$ cat src/rtl/fcp_defines.vh
// Constants for the flash configuration, power-down and ID command slice.
// Assumes a 25 MHz system clock; included by rtl/fcp_flash_cmd.v.
`ifndef FCP_DEFINES_VH
`define FCP_DEFINES_VH

// ****************************************************************
// Command opcodes.
// ****************************************************************
`define FCP_OP_CFG_WRITE   8'h11
`define FCP_OP_CFG_READ_A  8'h45
`define FCP_OP_CFG_READ_B  8'h15
`define FCP_OP_STATUS_READ 8'h05
`define FCP_OP_POWER_DOWN  8'hb9
`define FCP_OP_WAKE        8'hab
`define FCP_OP_ID_SINGLE   8'h90
`define FCP_OP_ID_DUAL     8'h92
`define FCP_OP_ID_QUAD     8'h94

// ****************************************************************
// Timing.
// ****************************************************************
`define FCP_CLK_PERIOD_NS       40
`define FCP_CFG_WRITE_TIME_NS   5000000
`define FCP_PD_ENTRY_DELAY_NS   3000
`define FCP_WAKE_PLAIN_NS       3000
`define FCP_WAKE_CODE_NS        1800
`define FCP_CFG_WRITE_CYCLES ((`FCP_CFG_WRITE_TIME_NS + `FCP_CLK_PERIOD_NS - 1) / `FCP_CLK_PERIOD_NS)
`define FCP_PD_ENTRY_CYCLES  ((`FCP_PD_ENTRY_DELAY_NS + `FCP_CLK_PERIOD_NS - 1) / `FCP_CLK_PERIOD_NS)
`define FCP_WAKE_PLAIN_CYCLES ((`FCP_WAKE_PLAIN_NS + `FCP_CLK_PERIOD_NS - 1) / `FCP_CLK_PERIOD_NS)
`define FCP_WAKE_CODE_CYCLES (`FCP_WAKE_CODE_NS / `FCP_CLK_PERIOD_NS)

// ****************************************************************
// Reset values and ID bytes.
// ****************************************************************
`define FCP_CFG_RESET  8'h00
`define FCP_ADDR_MAKER 8'h00
`define FCP_ADDR_DEV   8'h01

// ****************************************************************
// Command and power states and output byte sources.
// ****************************************************************
`define FCP_ST_IDLE 3'h0
`define FCP_ST_OPC  3'h1
`define FCP_ST_ADDR 3'h2
`define FCP_ST_DIN  3'h3
`define FCP_ST_OUT  3'h4
`define FCP_ST_HOLD 3'h5
`define FCP_ST_IGN  3'h6

`define FCP_PM_STANDBY 2'h0
`define FCP_PM_ENTER   2'h1
`define FCP_PM_DOWN    2'h2
`define FCP_PM_WAKE    2'h3

`define FCP_SRC_CFG  2'h0
`define FCP_SRC_STAT 2'h1
`define FCP_SRC_ID   2'h2
`define FCP_SRC_SIG  2'h3

`endif

$ cat src/rtl/fcp_flash_cmd.v
// Command interpreter for configuration, power-down and ID commands.
// Assumes serial clock and chip select come from an outside host and
// are sampled by I_CLOCK; the rest of the device owns the write latch.
`timescale 1ns/1ns
`default_nettype none
`include "fcp_defines.vh"

module fcp_flash_cmd
#(
  parameter        CW_CYCLES   = `FCP_CFG_WRITE_CYCLES,
  parameter [7:0]  MAKER_CODE  = 8'h5a,
  parameter [7:0]  DEVICE_CODE = 8'h15
)
(
  input  wire        I_CLOCK,
  input  wire        I_RST_N,
  input  wire        I_CS_N,
  input  wire        I_SCLK,
  input  wire        I_DATA_LINE_0,
  input  wire        I_DATA_LINE_1,
  input  wire        I_DATA_LINE_2,
  input  wire        I_DATA_LINE_3,
  input  wire        I_WRITE_LATCH_BIT,
  input  wire        I_ARRAY_BUSY,
  input  wire        I_QUAD_LINES_ENABLE_BIT,
  output reg         O_DATA_LINE_0,
  output reg         O_DATA_LINE_1,
  output reg         O_DATA_LINE_2,
  output reg         O_DATA_LINE_3,
  output reg  [3:0]  O_DATA_LINE_OE,
  output reg         O_BUSY_FLAG,
  output reg         O_WRITE_LATCH_CLR,
  output reg         O_POWER_DOWN,
  output reg  [7:0]  O_CONFIG
);

  // MAKER_CODE and DEVICE_CODE defaults are arbitrary values.

  localparam [31:0] PD_CYC32  = `FCP_PD_ENTRY_CYCLES;
  localparam [31:0] WP_CYC32  = `FCP_WAKE_PLAIN_CYCLES;
  localparam [31:0] WC_CYC32  = `FCP_WAKE_CODE_CYCLES;
  localparam [31:0] CW_CYC32  = CW_CYCLES;
  localparam [19:0] PD_CYC    = PD_CYC32[19:0];
  localparam [19:0] WP_CYC    = WP_CYC32[19:0];
  localparam [19:0] WC_CYC    = WC_CYC32[19:0];
  localparam [19:0] CW_CYC    = CW_CYC32[19:0];

  // ****************************************************************
  // Input synchronisers and edge detection.
  // ****************************************************************
  reg  [5:0]  s1_r;
  reg  [5:0]  s2_r;
  reg         cs_d_r;
  reg         sclk_d_r;

  always @(posedge I_CLOCK)
  begin
    if (!I_RST_N)
    begin
      s1_r     <= 6'h20;
      s2_r     <= 6'h20;
      cs_d_r   <= 1'b1;
      sclk_d_r <= 1'b0;
    end
    else
    begin
      s1_r     <= {I_CS_N, I_SCLK, I_DATA_LINE_3, I_DATA_LINE_2,
                   I_DATA_LINE_1, I_DATA_LINE_0};
      s2_r     <= s1_r;
      cs_d_r   <= s2_r[5];
      sclk_d_r <= s2_r[4];
    end
  end

  wire        cs_n      = s2_r[5];
  wire        sclk      = s2_r[4];
  wire [3:0]  din       = s2_r[3:0];
  wire        cs_fall   = ~cs_n & cs_d_r;
  wire        cs_rise   = cs_n & ~cs_d_r;
  wire        sclk_rise = ~cs_n & sclk & ~sclk_d_r;
  wire        sclk_fall = ~cs_n & ~sclk & sclk_d_r;

  // ****************************************************************
  // Command state.
  // ****************************************************************
  reg  [2:0]  st_r;
  reg  [7:0]  op_r;
  reg  [7:0]  sh_r;
  reg  [3:0]  bits_r;
  reg  [2:0]  bytes_r;
  reg  [2:0]  need_r;
  reg  [2:0]  lanes_r;
  reg  [1:0]  src_r;
  reg         alt_r;
  reg         alt_sw_r;
  reg  [7:0]  obyte_r;
  reg  [3:0]  obits_r;
  reg  [1:0]  pm_r;
  reg  [19:0] pm_tmr_r;
  reg         cw_busy_r;
  reg  [19:0] cw_tmr_r;
  reg  [7:0]  cfg_r;
  reg  [7:0]  cfg_new_r;
  reg         start_cw_r;
  reg         start_pd_r;
  reg         wake_plain_r;
  reg         wake_code_r;

  wire        busy_any  = cw_busy_r | I_ARRAY_BUSY;
  wire [7:0]  op_in     = {sh_r[6:0], din[0]};
  wire [7:0]  stat_byte = {6'h00, I_WRITE_LATCH_BIT, busy_any};

  reg  [7:0]  in_sh;
  reg  [3:0]  bits_nxt;
  reg  [2:0]  st_nxt;

  always @*
  begin
    in_sh    = {sh_r[6:0], din[0]};
    bits_nxt = bits_r + {1'b0, lanes_r};
    if (lanes_r == 3'h4)
    begin
      in_sh = {sh_r[3:0], din[3:0]};
    end
    else if (lanes_r == 3'h2)
    begin
      in_sh = {sh_r[5:0], din[1:0]};
    end
  end

  // Opcode decode gated by power and busy state.
  always @*
  begin
    st_nxt = `FCP_ST_IGN;
    if (pm_r == `FCP_PM_WAKE)
    begin
      st_nxt = `FCP_ST_IGN;
    end
    else if (pm_r != `FCP_PM_STANDBY)
    begin
      if (op_in == `FCP_OP_WAKE)
      begin
        st_nxt = `FCP_ST_ADDR;
      end
    end
    else
    begin
      case (op_in)
        `FCP_OP_CFG_WRITE:
          if (I_WRITE_LATCH_BIT && !busy_any)
            st_nxt = `FCP_ST_DIN;
        `FCP_OP_CFG_READ_A,
        `FCP_OP_CFG_READ_B,
        `FCP_OP_STATUS_READ:
          st_nxt = `FCP_ST_OUT;
        `FCP_OP_POWER_DOWN:
          if (!busy_any)
            st_nxt = `FCP_ST_HOLD;
        `FCP_OP_WAKE,
        `FCP_OP_ID_SINGLE,
        `FCP_OP_ID_DUAL:
          if (!busy_any)
            st_nxt = `FCP_ST_ADDR;
        `FCP_OP_ID_QUAD:
          if (!busy_any && I_QUAD_LINES_ENABLE_BIT)
            st_nxt = `FCP_ST_ADDR;
        default:
          st_nxt = `FCP_ST_IGN;
      endcase
    end
  end

  // ****************************************************************
  // Serial input, decode and chip select handling.
  // ****************************************************************
  always @(posedge I_CLOCK)
  begin
    if (!I_RST_N)
    begin
      st_r         <= `FCP_ST_IDLE;
      op_r         <= 8'h00;
      sh_r         <= 8'h00;
      bits_r       <= 4'h0;
      bytes_r      <= 3'h0;
      need_r       <= 3'h3;
      lanes_r      <= 3'h1;
      src_r        <= `FCP_SRC_CFG;
      alt_r        <= 1'b0;
      cfg_new_r    <= `FCP_CFG_RESET;
      start_cw_r   <= 1'b0;
      start_pd_r   <= 1'b0;
      wake_plain_r <= 1'b0;
      wake_code_r  <= 1'b0;
    end
    else
    begin
      start_cw_r   <= 1'b0;
      start_pd_r   <= 1'b0;
      wake_plain_r <= 1'b0;
      wake_code_r  <= 1'b0;
      if (alt_sw_r)
      begin
        alt_r <= ~alt_r;
      end
      if (cs_fall)
      begin
        st_r    <= `FCP_ST_OPC;
        bits_r  <= 4'h0;
        bytes_r <= 3'h0;
        lanes_r <= 3'h1;
      end
      else if (cs_rise)
      begin
        if (st_r == `FCP_ST_DIN && op_r == `FCP_OP_CFG_WRITE && bits_r == 4'h0
            && bytes_r == 3'h1)
        begin
          start_cw_r <= 1'b1;
        end
        if (st_r == `FCP_ST_HOLD)
        begin
          start_pd_r <= 1'b1;
        end
        if (op_r == `FCP_OP_WAKE && st_r != `FCP_ST_IGN && st_r != `FCP_ST_OPC)
        begin
          if (st_r == `FCP_ST_ADDR && bits_r == 4'h0 && bytes_r == 3'h0)
            wake_plain_r <= 1'b1;
          else
            wake_code_r <= 1'b1;
        end
        st_r <= `FCP_ST_IDLE;
      end
      else if (sclk_rise)
      begin
        case (st_r)
          `FCP_ST_OPC:
          begin
            sh_r <= op_in;
            if (bits_r == 4'h7)
            begin
              op_r   <= op_in;
              bits_r <= 4'h0;
              st_r   <= st_nxt;
              need_r <= (op_in == `FCP_OP_ID_QUAD) ? 3'h5 : 3'h3;
              if (op_in == `FCP_OP_ID_DUAL)
                lanes_r <= 3'h2;
              else if (op_in == `FCP_OP_ID_QUAD)
                lanes_r <= 3'h4;
              src_r <= (op_in == `FCP_OP_STATUS_READ) ? `FCP_SRC_STAT : `FCP_SRC_CFG;
            end
            else
            begin
              bits_r <= bits_r + 4'h1;
            end
          end
          `FCP_ST_ADDR,
          `FCP_ST_DIN:
          begin
            sh_r <= in_sh;
            if (bits_nxt == 4'h8)
            begin
              bits_r  <= 4'h0;
              bytes_r <= bytes_r + 3'h1;
              if (st_r == `FCP_ST_DIN)
              begin
                cfg_new_r <= in_sh;
              end
              else
              begin
                if (bytes_r == 3'h2)
                  alt_r <= (in_sh == `FCP_ADDR_DEV);
                if (bytes_r == need_r - 3'h1)
                begin
                  st_r  <= `FCP_ST_OUT;
                  src_r <= (op_r == `FCP_OP_WAKE) ? `FCP_SRC_SIG : `FCP_SRC_ID;
                end
              end
            end
            else
            begin
              bits_r <= bits_nxt;
            end
          end
          `FCP_ST_HOLD:
            st_r <= `FCP_ST_IGN;
          default:
            st_r <= st_r;
        endcase
      end
    end
  end

  // ****************************************************************
  // Serial output on falling clock edges.
  // ****************************************************************
  reg  [7:0]  nb;
  reg  [7:0]  cur;

  always @*
  begin
    case (src_r)
      `FCP_SRC_CFG:  nb = cfg_r;
      `FCP_SRC_STAT: nb = stat_byte;
      `FCP_SRC_ID:   nb = alt_r ? DEVICE_CODE : MAKER_CODE;
      default:       nb = DEVICE_CODE;
    endcase
    cur = (obits_r == 4'h0) ? nb : obyte_r;
  end

  always @(posedge I_CLOCK)
  begin
    if (!I_RST_N)
    begin
      obyte_r        <= 8'h00;
      obits_r        <= 4'h0;
      O_DATA_LINE_0  <= 1'b0;
      O_DATA_LINE_1  <= 1'b0;
      O_DATA_LINE_2  <= 1'b0;
      O_DATA_LINE_3  <= 1'b0;
      O_DATA_LINE_OE <= 4'h0;
    end
    else if (cs_n || st_r != `FCP_ST_OUT)
    begin
      obits_r        <= 4'h0;
      O_DATA_LINE_OE <= 4'h0;
    end
    else if (sclk_fall)
    begin
      if (lanes_r == 3'h4)
      begin
        {O_DATA_LINE_3, O_DATA_LINE_2, O_DATA_LINE_1, O_DATA_LINE_0} <= cur[7:4];
        O_DATA_LINE_OE <= 4'hf;
        obyte_r        <= {cur[3:0], 4'h0};
      end
      else if (lanes_r == 3'h2)
      begin
        {O_DATA_LINE_1, O_DATA_LINE_0} <= cur[7:6];
        O_DATA_LINE_OE <= 4'h3;
        obyte_r        <= {cur[5:0], 2'h0};
      end
      else
      begin
        O_DATA_LINE_1  <= cur[7];
        O_DATA_LINE_OE <= 4'h2;
        obyte_r        <= {cur[6:0], 1'b0};
      end
      obits_r <= ((obits_r == 4'h0) ? 4'h8 : obits_r) - {1'b0, lanes_r};
    end
  end

  always @(posedge I_CLOCK)
  begin
    if (!I_RST_N)
    begin
      alt_sw_r <= 1'b0;
    end
    else
    begin
      alt_sw_r <= sclk_fall && st_r == `FCP_ST_OUT && obits_r == 4'h0
                  && src_r == `FCP_SRC_ID;
    end
  end

  // ****************************************************************
  // Configuration write cycle and power state.
  // ****************************************************************
  always @(posedge I_CLOCK)
  begin
    if (!I_RST_N)
    begin
      cw_busy_r         <= 1'b0;
      cw_tmr_r          <= 20'h00000;
      cfg_r             <= `FCP_CFG_RESET;
      O_WRITE_LATCH_CLR <= 1'b0;
      O_BUSY_FLAG       <= 1'b0;
      O_CONFIG          <= `FCP_CFG_RESET;
    end
    else
    begin
      O_WRITE_LATCH_CLR <= 1'b0;
      if (start_cw_r)
      begin
        cw_busy_r <= 1'b1;
        cw_tmr_r  <= CW_CYC;
      end
      else if (cw_busy_r)
      begin
        if (cw_tmr_r == 20'h00001)
        begin
          cw_busy_r         <= 1'b0;
          cfg_r             <= cfg_new_r;
          O_WRITE_LATCH_CLR <= 1'b1;
        end
        cw_tmr_r <= cw_tmr_r - 20'h00001;
      end
      O_BUSY_FLAG <= start_cw_r | (cw_busy_r & cw_tmr_r != 20'h00001);
      O_CONFIG    <= cfg_r;
    end
  end

  always @(posedge I_CLOCK)
  begin
    if (!I_RST_N)
    begin
      pm_r         <= `FCP_PM_STANDBY;
      pm_tmr_r     <= 20'h00000;
      O_POWER_DOWN <= 1'b0;
    end
    else
    begin
      case (pm_r)
        `FCP_PM_STANDBY:
          if (start_pd_r)
          begin
            pm_r     <= `FCP_PM_ENTER;
            pm_tmr_r <= PD_CYC;
          end
        `FCP_PM_ENTER,
        `FCP_PM_WAKE:
        begin
          pm_tmr_r <= pm_tmr_r - 20'h00001;
          if (pm_tmr_r == 20'h00001)
            pm_r <= (pm_r == `FCP_PM_ENTER) ? `FCP_PM_DOWN : `FCP_PM_STANDBY;
        end
        `FCP_PM_DOWN:
          if (wake_plain_r || wake_code_r)
          begin
            pm_r     <= `FCP_PM_WAKE;
            pm_tmr_r <= wake_plain_r ? WP_CYC : WC_CYC;
          end
        default:
          pm_r <= `FCP_PM_STANDBY;
      endcase
      O_POWER_DOWN <= (pm_r == `FCP_PM_DOWN) && !wake_plain_r && !wake_code_r;
    end
  end

endmodule

`default_nettype wire

$ cat config.mk
export PLATFORM = sky130hd
export DESIGN_NAME = fcp_flash_cmd
export DESIGN_NICKNAME = d
export VERILOG_FILES = /design/src/rtl/fcp_flash_cmd.v
export VERILOG_INCLUDE_DIRS = /design/src /design/src/rtl
export SDC_FILE = /design/constraint.sdc
export NUM_CORES = 1
export LEC_CHECK = 0
export BUFFER_PORTS_ARGS = -buffer_cell sky130_fd_sc_hd__buf_2
export CAP_MARGIN = 15
export CORE_MARGIN = 8
export CORE_UTILIZATION = 61
export DETAILED_ROUTE_END_ITERATION = 8
export PLACE_DENSITY = 0.79
export SYNTH_ARGS = -nofsm -noshare
export SYNTH_HDL_FRONTEND = slang
export SYNTH_SLANG_ARGS = --single-unit
$ cat constraint.sdc
create_clock -name I_CLOCK -period 3.95 [get_ports I_CLOCK]
set_clock_uncertainty 0.2 [all_clocks]
set_input_delay 0.1975 -clock I_CLOCK [delete_from_list [all_inputs] [get_ports I_CLOCK]]
set_output_delay 0.1975 -clock I_CLOCK [all_outputs]
set_load 0.1 [all_outputs]
## Word-level counts from Yosys, hierarchy flattened

Cells that the tools add are included.

| cells by class | value |
|---|---|
| equality and inequality tests | 46 |
| $add $sub $neg | 7 |
| reductions and logical operators | 58 |
| bitwise operators | 21 |
| multiplexer cells | 70 |

Operators with widths:

| operator | count |
|---|---|
| 20-bit one-hot mux with 3 select lines | 1 |
| 8-bit == test (second input constant) | 6 |
| 20-bit by 1-bit == test with 1-bit output (second input constant) | 2 |
| 20-bit 2-to-1 mux | 2 |
| 8-bit 2-to-1 mux | 5 |
| 20-bit by 1-bit subtractor with 20-bit output (second input constant) | 2 |
| 3-bit 2-to-1 mux | 13 |
| 17-bit 2-to-1 mux | 2 |
| 1-bit 2-to-1 mux | 25 |
| 8-bit by 5-bit == test with 1-bit output (second input constant) | 3 |
| 8-bit one-hot mux with 3 select lines | 1 |
| 20-bit by 1-bit != test with 1-bit output (second input constant) | 1 |
| 2-bit 2-to-1 mux | 9 |
| 6-bit AND reduction | 3 |
| 4-bit 2-to-1 mux | 4 |
| 4-bit != test (second input constant) | 4 |
| 3-bit one-hot mux with 5 select lines | 1 |
| 3-bit AND reduction | 5 |
| 3-bit OR reduction | 5 |
| 1-bit logical AND | 14 |
| 7-bit 2-to-1 mux | 2 |
| 2-bit != test (second input constant) | 7 |
| 7-bit one-hot mux with 2 select lines | 1 |
| 3-bit by 2-bit == test with 1-bit output (second input constant) | 4 |
| 38 further kinds | 80 |

| storage, ports and cells | value |
|---|---|
| bits of input ports | 11 |
| register bits | 143 |
| logic and storage cells | 239 |
| output and inout bits | 19 |

## Depth between registers and ports, before layout

| logic depth | value |
|---|---|
| depth after elaboration | 12 |
| mapped depth | 10 |

## Worst setup path after synthesis

OpenSTA, ideal clock, no wires.

| timing | value |
|---|---|
| path kind | register -> register |
| start | register lanes_r[1] |
| end | register src_r[1] |
| stages on the path, launching flop included | 11 |
| data required time | 3.622 ns |
| slack | 0.901 ns |
| arrival | 2.722 ns |
| cells stage by stage | dfxtp_1 clkbuf_1 buf_2 clkinv_1 fa_1 xor2_1 nand3b_1 o41a_1 nor3_1 mux2i_1 nor2_1 |

| on the way | value |
|---|---|
| cells in the longest elaborated chain, start to end | 4 |

Ends and longest elaborated chain:

| element | line | text |
|---|---|---|
| start, declared | fcp_flash_cmd.v:92 | `reg [2:0] lanes_r;` |
| start signal, assigned | fcp_flash_cmd.v:186 | `lanes_r <= 3'h1;` |
| start signal, assigned | fcp_flash_cmd.v:210 | `lanes_r <= 3'h1;` |
| start signal, assigned | fcp_flash_cmd.v:245 | `lanes_r <= 3'h2;` |
| 4-bit by 3-bit adder with 4-bit output | fcp_flash_cmd.v:120 | `bits_nxt = bits_r + {1'b0, lanes_r};` |
| 4-bit == test | fcp_flash_cmd.v:259 | `if (bits_nxt == 4'h8)` |
| 2-bit != test (no line) | n/a |  |
| 8-bit AND reduction (no line) | n/a |  |
| end signal, assigned | fcp_flash_cmd.v:187 | `` src_r <= `FCP_SRC_CFG; `` |
| end signal, assigned | fcp_flash_cmd.v:248 | `` src_r <= (op_in == `FCP_OP_STATUS_READ) ? `FCP_SRC_STAT : `FCP_SRC_CFG; `` |
| end signal, assigned | fcp_flash_cmd.v:274 | `` src_r <= (op_r == `FCP_OP_WAKE) ? `FCP_SRC_SIG : `FCP_SRC_ID; `` |
| end, declared | fcp_flash_cmd.v:93 | `reg [1:0] src_r;` |

Every way passes these cells.
A chain may end at the register's enable or synchronous reset.

## Worst setup path after layout

| timing | value |
|---|---|
| start | register lanes_r[0] |
| end | register src_r[1] |

The elaborated chain is that of the path after synthesis.

==> flow_summary.ini <==
[run_status]
outcome = complete, no violations

[cells_and_area]
layout.area.seq_mm2 = 0.002783
nNetsFinal = 845
fill_cells = 854
multi_input_area_mm2 = 0.003744
area_growth_syn_to_layout_pct = 12.30
num_antenna_cells = 0
drive_gt1_share_pct = 9.988
final_util_pct = 70.48

[logic_synthesis]
synthesis.nets = 830
synth_flop_cell = dfxtp_1
synthCells = 794
synth.avg_cell_area_um2 = 8.568
synth_edf_count = 0
synth_warnings = 0
ys_seq_area_share_pct = 40.90
yosys_register_bits = 139
yosysUniqueCellTypes = 72
syn_area_mm2 = 0.006803
async_flop_share_pct = 0

[die]
start_util_pct = 62.75
die-area_mm2 = 0.01479
row_count = 38
die_y_um = 121.6
core_mm2 = 0.01084
ios = 30
die_w_um = 121.6

[worst_hold_path]
whs_endpoint = st_r[0]
holdPathStages = 5
hp-class = input pin to flop
hp-start = I_WRITE_LATCH_BIT

[clocking]
cts_resized = 0
h-tree-depth = 4
post_cts_buffers = 0
clk_pin_slew_ps = 60
root_buffer = clkbuf_8
clock_latency_ps = 540
cts_tree = done
clk_path_buf_depth = 2
cts_hold_buf = 7
cts-buffers-inserted = 17
numClockSinks = 139

[sta]
setup_viol = 0
slew_viol_final = 0
fin_crit_sh_pct = 83.76
setup_slack_ps = 641.5
fin_hold_ws_ps = 99.20
rsz0062_at_grt = no
max_freq_mhz = 302.3
max_slew_margin_pct = 26.94
post-route-min-period_ps = 3308
worst_slew_pin_slew_ps = 1094
hold_viol = 0
setup-tns-final_ps = 0

[critical_path]
crit_chain = ha_1 > inv_1 > fa_1 > xor2_1 > nand3b_1 > o41a_1 > nor3_1 > mux2i_1 > nor2_1
crit_arrival_ps = 3530
path_class = flop to flop
ff2ff_path_depth = 9
reg2reg_from = lanes_r[0]
critPathSlowestCell = dfxtp_1
crit_path_end_kind = flop
path_delay_family = flip-flops
slowest_delay_ps = 710
cp_num_buf_inv = 1
cp-start-kind = flop
crit_required_ps = 4170
crit_fanout = 17
r2r_slack_ps = 640
timing.rr.end = src_r[1]

[grt]
grt_overflow = 0
grt_max_degree = 33
antenna_found_initial = 0
grt_pass1_vias = 5707
grt_use_total_pct = 23.77
grt_pass1_wl_um = 28040

[routing]
drt-vias-per-instance = 6.282
vias = 6037
drt_iter0_drc = 762
antenna_left = 0
wl_per_cell_um = 18.09
drt-total-wl_um = 17380
drc = 0
drtPass1Iterations = 5

[placed_design]
portBuffers = 29
dp_slack_ps = 680.2
place_congestion = 0.9182
post-dp-hpwl_um = 11880

[flow_run]
maxCapViolCount = 0

[pwr]
power.share.clock_pct = 46.7
swShare_pct = 25.18
pwr-share-seq_pct = 43.9
powerDensity_mw_per_mm2 = 446.7
p_switching_w = 0.0008595
comb_power_share_pct = 9.4
internal-power_w = 0.002553
vdd_drop_max_v = 0.0003910
p_total_w = 0.003413
leakagePower_nw = 2.921
==> final cells by class <==
type | instances | area share [%]
clock inverter | 12 | 1.916
sequential | 139 | 36.42
tap | 140 | 2.293
timing repair buffer | 41 | 3.308
clock buffer | 19 | 5.781
multi-input combinational | 584 | 49.00
inverter | 26 | 1.277
==> placed cells by master, fill, tap and decap left out, types with 7 or more instances in the layout <==
cell and n:
and3_1 7, dlygate4sd3_1 7, buf_2 29, inv_1 24
nand2b_1 15, o21ai_0 38, nor2b_1 10, and2_1 23
dfxtp_1 139, mux2i_1 18, a21oi_1 38, nand2_1 42
nor2_1 103, o31ai_1 8, nor4_1 17, nand4_1 10
nor3b_1 8, o21a_1 8, o22a_1 13, xnor2_1 20
nor3_1 29, ha_1 23, clkbuf_16 16, nand3_1 24
xor2_1 15, o211ai_1 8, nand3b_1 7, a211oi_1 19
==> stage by stage <==
| step | std cells | area [µm²] |
|---|---|---|
| 6_report | 961 | 7640 |
| 5_1_grt | 961 | 7640 |
| 4_1_cts | 961 | 7640 |
| 3_5_place_dp | 923 | 6982 |
| 3_3_place_gp | 923 | 6982 |
| 2_1_floorplan | 794 | 6803 |
==> routing by layer <==
layer | GRT usage [%] | vias up | routed length (µm)
met5 | 0 | - | 0
met4 | 7.633 | 0 | 217
met3 | 6.617 | 26 | 1214
met2 | 37.44 | 221 | 8186
met1 | 30.93 | 2921 | 7762
li1 | - | 2869 | -
==> tightest hold or removal path: stages <==
cell and delay (ps):
buf_2 130, nand3b_1 100, nand2_1 60, a31oi_1 200
a211oi_1 90
==> cells in the mapped netlist (all sizes together), types with 7 or more instances <==
cell type  count  area (µm²)
a211oi        20       155.1
a21oi         38       190.2
and2          23       143.9
and3           7       43.79
buf            9       43.79
clkbuf        36       135.1
dfxtp        139        2783
ha            23       287.8
inv           24       90.09
mux2i         18       180.2
nand2         42       157.7
nand2b        15       93.84
nand3         24       120.1
nand3b         8       63.81
nand4         10       62.56
nor2         105       399.1
nor2b         10       62.56
nor3          30       155.1
nor3b          8       60.06
nor4          20       143.9
o211ai         8       60.06
o21a           8       60.06
o21ai         39       195.2
o22a          13       113.9
o31ai          8       60.06
xnor2         20       175.2
xor2          15       131.4
==> worst max-delay path by stage <==
stage	startpoint	depth (start not counted)	to
floorplan	lanes_r[1]	10	src_r[1]
global placement	lanes_r[0]	9	src_r[1]
detailed placement	lanes_r[0]	9	src_r[1]
CTS	lanes_r[0]	9	src_r[1]
global route	lanes_r[0]	9	src_r[1]
finish	lanes_r[0]	9	src_r[1]
==> flip-flops by register name (all words and copies together) (netlist names), 3 cells and up <==
register / count
lanes_r: 3
obits_r: 4
O_DATA_LINE_OE: 3
cw_tmr_r: 20
st_r: 3
cfg_new_r: 8
s2_r: 6
bits_r: 4
sh_r: 7
s1_r: 6
O_CONFIG: 8
pm_tmr_r: 20
bytes_r: 3
obyte_r: 7
op_r: 8
cfg_r: 8
==> power by group through the flow <==
| stage | Clock (W) | Sequential [W] | Combinational, W |
|---|---|---|---|
| 2_1_floorplan | 0 | 0.00151 | 0.000238 |
| 3_3_place_gp | 0 | 0.00152 | 0.000288 |
| 3_5_place_dp | 0 | 0.00153 | 0.000301 |
| 4_1_cts | 0.00161 | 0.00150 | 0.000313 |
| 5_1_grt | 0.00167 | 0.00150 | 0.000349 |
| 6_report | 0.00159 | 0.00150 | 0.000319 |
==> logic make-up after synthesis <==
kind of cell	count (synthesis)	share of synthesized area, %
buf+inv	71	4.065
xor+xnor	35	4.506
simple gates	327	25.16
compound gates	177	17.57
flops	139	40.90
fa+ha+maj	25	4.819
mux	20	2.980
No activity file was read; power rests on OpenSTA's default activity.
